## src/design/edm_pkg.sv

```systemverilog
// Contract
// - Select output low picks X data space, high picks Y, on each access.
// - Drive 14-bit address on each access; hold last value between accesses.
// - Address outputs are zero after reset until the first access.
// - 16-bit data bus is driven on writes and sampled on reads.
// - Wait input stretches a read for as long as it is asserted.
// - Bus occupied strobe is low while the port uses the bus.
// - Borrow grant goes low when the bus is handed to the outside master.
// - While granted, select, address, data and both strobes float.
`default_nettype none
package edm_pkg;
	localparam int ADDR_W = 14;
	localparam int DATA_W = 16;
	localparam logic [ADDR_W-1:0] ADDR_RST = 14'h0000;
	localparam logic [DATA_W-1:0] DATA_RST = 16'h0000;

	typedef enum logic [1:0] {
		EDM_IDLE = 2'b00,
		EDM_ACC = 2'b01,
		EDM_HOLD = 2'b10
	} edm_state_e;
endpackage
`default_nettype wire

```

## src/design/edm_port.sv

```systemverilog
`timescale 1ns/10ps
`default_nettype none
module edm_port
	import edm_pkg::*;
(
	// Clock and reset
	input wire logic REF_CLK_I,
	input wire logic SYS_RST_I,
	// Core request side
	input wire logic REQ_VALID_I,
	input wire logic REQ_WRITE_I,
	input wire logic REQ_SPACE_Y_I,
	input wire logic [edm_pkg::ADDR_W-1:0] REQ_ADDR_I,
	input wire logic [edm_pkg::DATA_W-1:0] REQ_WDATA_I,
	output logic REQ_READY_O,
	output logic RSP_VALID_O,
	output logic [edm_pkg::DATA_W-1:0] RSP_RDATA_O,
	// External memory pins
	output logic MEM_SPACE_Y_O,
	output logic MEM_SPACE_Y_OE_O,
	output logic [edm_pkg::ADDR_W-1:0] EXT_MEM_ADDR_O,
	output logic EXT_MEM_ADDR_OE_O,
	input wire logic [edm_pkg::DATA_W-1:0] EXT_MEM_DATA_I,
	output logic [edm_pkg::DATA_W-1:0] EXT_MEM_DATA_O,
	output logic EXT_MEM_DATA_OE_O,
	output logic MEM_READ_STROBE_N_O,
	output logic MEM_WRITE_STROBE_N_O,
	output logic MEM_STROBE_OE_O,
	input wire logic MEM_WAIT_I,
	// Bus borrow handshake
	input wire logic BUS_BORROW_REQUEST_N_I,
	output logic BUS_BORROW_GRANT_N_O,
	output logic BUS_OCCUPIED_N_O
);
	import edm_pkg::*;

	typedef struct packed {
		edm_state_e state;
		logic wr;
		logic sel_y;
		logic [ADDR_W-1:0] addr;
		logic [DATA_W-1:0] wdata;
		logic rsp;
		logic [DATA_W-1:0] rdata;
	} edm_st_s;

	edm_st_s st_reg;
	edm_st_s st_next;
	logic grant;
	logic busy;

	assign grant = (st_reg.state == EDM_HOLD);
	assign busy = (st_reg.state == EDM_ACC);
	// New accesses only while bus is ours and nobody asks for it
	assign REQ_READY_O = (st_reg.state == EDM_IDLE) && BUS_BORROW_REQUEST_N_I;

	always_comb begin
		st_next = st_reg;
		st_next.rsp = 1'b0;
		case (st_reg.state)
			EDM_IDLE: begin
				if (!BUS_BORROW_REQUEST_N_I) begin
					st_next.state = EDM_HOLD;
				end else if (REQ_VALID_I) begin
					st_next.state = EDM_ACC;
					st_next.wr = REQ_WRITE_I;
					st_next.sel_y = REQ_SPACE_Y_I;
					st_next.addr = REQ_ADDR_I;
					st_next.wdata = REQ_WDATA_I;
				end
			end
			EDM_ACC: begin
				if (st_reg.wr || !MEM_WAIT_I) begin
					st_next.state = EDM_IDLE;
					st_next.rsp = 1'b1;
					if (!st_reg.wr) begin
						st_next.rdata = EXT_MEM_DATA_I;
					end
				end
			end
			EDM_HOLD: begin
				if (BUS_BORROW_REQUEST_N_I) begin
					st_next.state = EDM_IDLE;
				end
			end
			default: begin
				st_next.state = EDM_IDLE;
			end
		endcase
	end

	always_ff @(posedge REF_CLK_I) begin
		if (SYS_RST_I) begin
			st_reg <= '{state: EDM_IDLE, wr: 1'b0, sel_y: 1'b0, addr: ADDR_RST,
				wdata: DATA_RST, rsp: 1'b0, rdata: DATA_RST};
		end else begin
			st_reg <= st_next;
		end
	end

	assign MEM_SPACE_Y_O = st_reg.sel_y;
	assign EXT_MEM_ADDR_O = st_reg.addr;
	assign EXT_MEM_DATA_O = st_reg.wdata;
	assign MEM_SPACE_Y_OE_O = !grant;
	assign EXT_MEM_ADDR_OE_O = !grant;
	assign MEM_STROBE_OE_O = !grant;
	assign EXT_MEM_DATA_OE_O = busy && st_reg.wr;
	assign MEM_READ_STROBE_N_O = !(busy && !st_reg.wr);
	assign MEM_WRITE_STROBE_N_O = !(busy && st_reg.wr);
	assign BUS_OCCUPIED_N_O = !busy;
	assign BUS_BORROW_GRANT_N_O = !grant;
	assign RSP_VALID_O = st_reg.rsp;
	assign RSP_RDATA_O = st_reg.rdata;


	chk_strobe_excl: assert property (@(posedge REF_CLK_I) disable iff (SYS_RST_I)
		!(!MEM_READ_STROBE_N_O && !MEM_WRITE_STROBE_N_O))
		else $error("both strobes low");

	chk_float_hold: assert property (@(posedge REF_CLK_I) disable iff (SYS_RST_I)
		!BUS_BORROW_GRANT_N_O |-> !EXT_MEM_ADDR_OE_O && !EXT_MEM_DATA_OE_O
		&& !MEM_STROBE_OE_O && !MEM_SPACE_Y_OE_O)
		else $error("pins driven while granted");

	chk_oe_normal: assert property (@(posedge REF_CLK_I) disable iff (SYS_RST_I)
		BUS_BORROW_GRANT_N_O |-> MEM_SPACE_Y_OE_O && EXT_MEM_ADDR_OE_O && MEM_STROBE_OE_O)
		else $error("pins floating while not granted");

	chk_grant_idle: assert property (@(posedge REF_CLK_I) disable iff (SYS_RST_I)
		$fell(BUS_BORROW_GRANT_N_O) |-> $past(BUS_OCCUPIED_N_O) && BUS_OCCUPIED_N_O)
		else $error("grant during access");

	chk_grant_release: assert property (@(posedge REF_CLK_I) disable iff (SYS_RST_I)
		!BUS_BORROW_GRANT_N_O && BUS_BORROW_REQUEST_N_I |=> BUS_BORROW_GRANT_N_O)
		else $error("grant not released");

	chk_grant_given: assert property (@(posedge REF_CLK_I) disable iff (SYS_RST_I)
		!BUS_BORROW_REQUEST_N_I && BUS_OCCUPIED_N_O && BUS_BORROW_GRANT_N_O
		|=> !BUS_BORROW_GRANT_N_O)
		else $error("grant not given");

	chk_grant_keep: assert property (@(posedge REF_CLK_I) disable iff (SYS_RST_I)
		!BUS_BORROW_GRANT_N_O && !BUS_BORROW_REQUEST_N_I |=> !BUS_BORROW_GRANT_N_O)
		else $error("grant dropped while requested");

	chk_borrow_first: assert property (@(posedge REF_CLK_I) disable iff (SYS_RST_I)
		!BUS_BORROW_REQUEST_N_I && BUS_OCCUPIED_N_O |=> BUS_OCCUPIED_N_O)
		else $error("access started against borrow request");

	chk_ready_refuse: assert property (@(posedge REF_CLK_I) disable iff (SYS_RST_I)
		!BUS_OCCUPIED_N_O || !BUS_BORROW_GRANT_N_O || !BUS_BORROW_REQUEST_N_I
		|-> !REQ_READY_O)
		else $error("ready while bus not free");

	chk_wait_stretch: assert property (@(posedge REF_CLK_I) disable iff (SYS_RST_I)
		!MEM_READ_STROBE_N_O && MEM_WAIT_I |=> !MEM_READ_STROBE_N_O)
		else $error("read ended under wait");

	chk_read_end: assert property (@(posedge REF_CLK_I) disable iff (SYS_RST_I)
		!MEM_READ_STROBE_N_O && !MEM_WAIT_I |=> MEM_READ_STROBE_N_O && RSP_VALID_O)
		else $error("read not ended");

	chk_read_sample: assert property (@(posedge REF_CLK_I) disable iff (SYS_RST_I)
		!MEM_READ_STROBE_N_O && !MEM_WAIT_I |=> RSP_RDATA_O == $past(EXT_MEM_DATA_I))
		else $error("read data not captured");

	chk_data_drive: assert property (@(posedge REF_CLK_I) disable iff (SYS_RST_I)
		EXT_MEM_DATA_OE_O == !MEM_WRITE_STROBE_N_O)
		else $error("data drive outside write");

	chk_write_single: assert property (@(posedge REF_CLK_I) disable iff (SYS_RST_I)
		!MEM_WRITE_STROBE_N_O |=> MEM_WRITE_STROBE_N_O && RSP_VALID_O)
		else $error("write not one cycle");

	chk_write_data: assert property (@(posedge REF_CLK_I) disable iff (SYS_RST_I)
		REQ_VALID_I && REQ_READY_O && REQ_WRITE_I |=> EXT_MEM_DATA_O == $past(REQ_WDATA_I))
		else $error("write data not latched");

	chk_addr_latch: assert property (@(posedge REF_CLK_I) disable iff (SYS_RST_I)
		REQ_VALID_I && REQ_READY_O |=> EXT_MEM_ADDR_O == $past(REQ_ADDR_I))
		else $error("address not latched");

	chk_addr_hold: assert property (@(posedge REF_CLK_I) disable iff (SYS_RST_I)
		!(REQ_VALID_I && REQ_READY_O) |=> $stable(EXT_MEM_ADDR_O))
		else $error("address moved between accesses");

	chk_space_latch: assert property (@(posedge REF_CLK_I) disable iff (SYS_RST_I)
		REQ_VALID_I && REQ_READY_O |=> MEM_SPACE_Y_O == $past(REQ_SPACE_Y_I))
		else $error("space select not latched");

	chk_strobe_kind: assert property (@(posedge REF_CLK_I) disable iff (SYS_RST_I)
		REQ_VALID_I && REQ_READY_O |=> MEM_WRITE_STROBE_N_O == !$past(REQ_WRITE_I)
		&& MEM_READ_STROBE_N_O == $past(REQ_WRITE_I))
		else $error("wrong strobe for access");

	chk_occ_strobe: assert property (@(posedge REF_CLK_I) disable iff (SYS_RST_I)
		!BUS_OCCUPIED_N_O == (!MEM_READ_STROBE_N_O || !MEM_WRITE_STROBE_N_O))
		else $error("occupied strobe mismatch");

	chk_addr_reset: assert property (@(posedge REF_CLK_I)
		!SYS_RST_I && $past(SYS_RST_I) |-> EXT_MEM_ADDR_O == ADDR_RST)
		else $error("address not zero after reset");
endmodule // edm_port
`default_nettype wire

```

## config.mk

```make
export PLATFORM = sky130hd
export DESIGN_NAME = edm_port
export DESIGN_NICKNAME = d
export VERILOG_FILES = /design/src/design/edm_pkg.sv /design/src/design/edm_port.sv
export SDC_FILE = /design/constraint.sdc
export NUM_CORES = 1
export LEC_CHECK = 0
export BUFFER_PORTS_ARGS = -buffer_cell sky130_fd_sc_hd__buf_2
export CORE_AREA = 5 5 82 84
export DETAILED_ROUTE_END_ITERATION = 8
export DIE_AREA = 0 0 87 89
export GPL_TIMING_DRIVEN = 0
export HOLD_SLACK_MARGIN = 0.05
export PLACE_DENSITY_LB_ADDON = 0.25
export SLEW_MARGIN = 10
export SYNTH_ARGS = -nofsm -noshare
export SYNTH_HDL_FRONTEND = slang
export SYNTH_SLANG_ARGS = --single-unit
```

## constraint.sdc

```tcl
create_clock -name REF_CLK_I -period 1.28 [get_ports REF_CLK_I]
set_input_delay 0.128 -clock REF_CLK_I [delete_from_list [all_inputs] [get_ports REF_CLK_I]]
set_output_delay 0.128 -clock REF_CLK_I [all_outputs]
set_load 0.005 [all_outputs]
```

==> results <==
- The congestion estimate from routability-driven global placement came to ~0.71.
- The sequential cell area is 1030 µm².
- The endpoint identified for the worst register-to-register timing path is EXT_MEM_ADDR_O[2].
- The finished cells cover 3700 µm².
- The total design power is between 3 and 4 mW.
- The nature of the critical path endpoint is a primary output.
- The repair_antennas step left the layout with diodes totalling 0.
- The detailed-route vias per instance is approximately 4.3.
- Before antenna repair, the detailed router went through 4 iterations.
- STA puts the critical path data arrival time at roughly 1.2 ns.
- For this block, the initial DRC count from the detailed router was 74.
- The required time of the critical path is about 1.2 ns.
- The die is 87 µm wide.
- The worst register-to-register path begins at st_reg[49].
- The routed design could run at a clock period as short as roughly 1.4 ns.
- Input and output buffers added on the ports amount to between 100 and 150.
- The signal on the critical path passes through and2b_2 -> and2_4 -> buf_6.
- The number of library cell types mapped by synthesis is 17.
- The peak fanout along the critical path is 4.
- The via count of the first global-routing pass is roughly 2100.
- In this run the remaining antenna-violating nets after routing total 0.
- Counting the buffers created by CTS gives 5.
- The cell type with the highest aggregate area in the netlist is dfxtp_1.
- Setup repair after global routing could not meet its margin everywhere.
- The worst slew margin relative to its limit is between 70% and 80%.
- During I/O placement, the number of pins put on the boundary was 110.
- In the layout the commonest cells are 107 x buf_2, 98 x nand2b_1, 51 x buf_4.
- The synthesized area is between 2000 and 3000 µm².
- The count of state elements after synthesis is a little over 50.
- The die extent in y is 89 µm.
- For hold timing, the worst endpoint is EXT_MEM_ADDR_O[10].
- The first global-routing pass estimated roughly 9000 µm of wire.
- On the critical path, the stage with the largest delay is an instance of dfxtp_4.
- CTS built an H-tree with a depth of 2.
- The cell at the root of the clock tree is clkbuf_8.
- The routed length per placed instance is ~13 µm.
- The critical setup path kind is reg2out.
- After detailed routing, the number of remaining DRC violations is 0.
- Relative to the synthesized area, the layout overhead comes to 36.5%.
- The flow ran to the end, but the final reports show violations.
- Fill cells in the final layout number slightly above 500.
- The floorplan has 28 rows.
- The final number of hold-violating endpoints is 0.
- The worst-margin pin slew is 0.370 ns.
- The tightest min-delay check is of the in2reg type.
- The sequential element share of the synthesized area is approximately 38%.
- The final setup slack of the worst path is -0.0890 ns.
- The average instance area after synthesis is ~10 µm².
- The clock edge transition at the registers on the reported setup and hold paths is 0.09 ns.
- The ratio of cells with drive above 1 in the final layout is roughly half.
- Static timing analysis puts the maximum clock frequency at between 700 and 800 MHz.
- After synthesis, the largest area contributor takes up between 30 and 40% of total cell area.
- The starting utilization of the core area is roughly 46%.
- The area of placed instances is 3350 µm².
- The leakage power is 1.74 nW.
- The longest clock path from root to sink contains 2 buffers.
- The count of synthesis-stage warnings from yosys is 0.
- The worst clock skew is between 0.005 and 0.006 ns.
- The placed wire-length estimate after detailed placement is 4360 µm.
- By area the synthesized netlist is led by dfxtp_1 38%, nand2b_1 23%, mux2i_1 18%.
- In this design, the stage delay of the slowest critical-path cell is roughly 0.40 ns.
- The share of the cycle needed by the critical path after routing is 107%.
- Along the worst hold path, the cell count comes to 3.
- In this run the standard cell core region covers about 6000 µm².
- The total power divided by cell area is ~900 nW/µm².
- For this block, the routed nets add up to 6040 µm of wire.
- The number of cells on the worst reg-to-reg path is 4.
- The initial antenna violation count is 0.
- The cell count after synthesis came out at 275.
- The TritonCTS clock tree is yes.
- The overall via count from detail_route is approximately 2100.
- The library cell used most frequently in the layout, excluding fill and tap cells, is buf_2.
- The worst-case IR drop observed on VDD is 0.414 mV.
- The count of final setup violators is 37.
- In this run the most critical hold path is launched from REQ_ADDR_I[10].
- The count of pins over their slew limit came to 0.
- Across all hold checks on the routed design, the worst slack comes to 0.0724 ns.
- The number of nets in the final layout is between 400 and 500.
- Across the run, the number of max-cap violations was 0.
- The final reports fail on negative setup slack.
- The multi-input combinational cells in the finished layout cover a total of between 1000 and 1500 µm².
- STA classifies the critical path startpoint as a flip-flop.
- The total overflow left after global routing is 0.
- For this design, the sink count on the clock tree is 51.
- In the global route stage, overall resource usage came out at 15.0%.
- The die covers 7740 µm².
- The largest net degree at the start of global routing is 15.
- The post-synth net total is 328.
- For the worst-skew pair, the clock arrives at the later sink with an insertion delay of approximately 0.30 ns.
- Timing analysis after detailed placement gives a worst setup slack of -0.0350 ns.
- The setup check on the worst reg-to-reg path leaves a slack of -0.06 ns.
[what timing repair did]
action / CTS / global route
gates resized for setup: 8 / 16
hold buffers: 1 / 0
endpoints found under the hold margin: 1 / 0
gates cloned: 1 / 3
pin swaps: 1 / 4
setup endpoints to repair: 47 / 56
setup buffers: 4 / 1
[worst max-delay path, delay by kind of cell (launching register included)]
| kind | cells | cell delay (ns) |
|---|---|---|
| DFF | 1 | 0.40 |
| and+or+nand+nor | 2 | 0.43 |
| buffers and inverters | 1 | 0.11 |
[where the power goes]
part           total [mW]  leakage [nW]  internal (mW)  switching, mW
clock                1.03        0.0515          0.495          0.537
sequential           1.69         0.416           1.65         0.0393
combinational       0.597          1.27          0.379          0.218
[logic make-up after synthesis]
logic type / synth area share [%]
AND/OR/NAND/NOR: 25.4
buffers and inverters: 18.8
flip-flops: 37.7
multiplexers: 17.7
AO/OA/AOI/OAI: 0.369
[worst max-delay path by stage]
stage | start | to | depth (start not counted)
final | st_reg[50] | EXT_MEM_DATA_OE_O | 3
after global routing | st_reg[49] | EXT_MEM_ADDR_O[2] | 4
after CTS | st_reg[50] | EXT_MEM_ADDR_O[6] | 4
after detailed placement | st_reg[49] | EXT_MEM_ADDR_O[6] | 4
after global placement | st_reg[48] | RSP_RDATA_O[8] | 4
after floorplan | st_reg[48] | RSP_RDATA_O[10] | 4
[cell type report]
type,count,share of cell area (%)
buffer,66,13.9
clock buffer,8,2.70
inverter,1,0.101
multi-input combinational,157,33.3
sequential,51,27.8
tap,75,2.53
timing repair buffer,118,19.7
[metrics by stage]
stage,setup TNS (ns),utilization (%),cells
finish,-1.19,63.3,476
global route,-5.11,63.3,476
CTS,-1.03,60.7,472
detailed placement,-0.379,57.2,458
global placement,0,57.2,458
floorplan,0,-,275
[per-layer routing]
layer | part of all wire, % | routed length [µm] | track usage [%]
met5 | 0 | 0 | 0
met4 | 1.3 | 81 | 4.25
met3 | 9.8 | 591 | 5.25
met2 | 47 | 2810 | 25.5
met1 | 42 | 2550 | 18.0
[cells in the mapped netlist (all sizes together)]
master   n
and2     1
o21ba    1
buf     57
nand2b  98
nand2    1
nor3     2
mux2i   48
nor4bb   2
nor4b    1
and2b    1
nor2b    1
dfxtp   51
nor3b    1
inv      1
clkbuf   9
No activity file was read; power rests on OpenSTA's default activity.
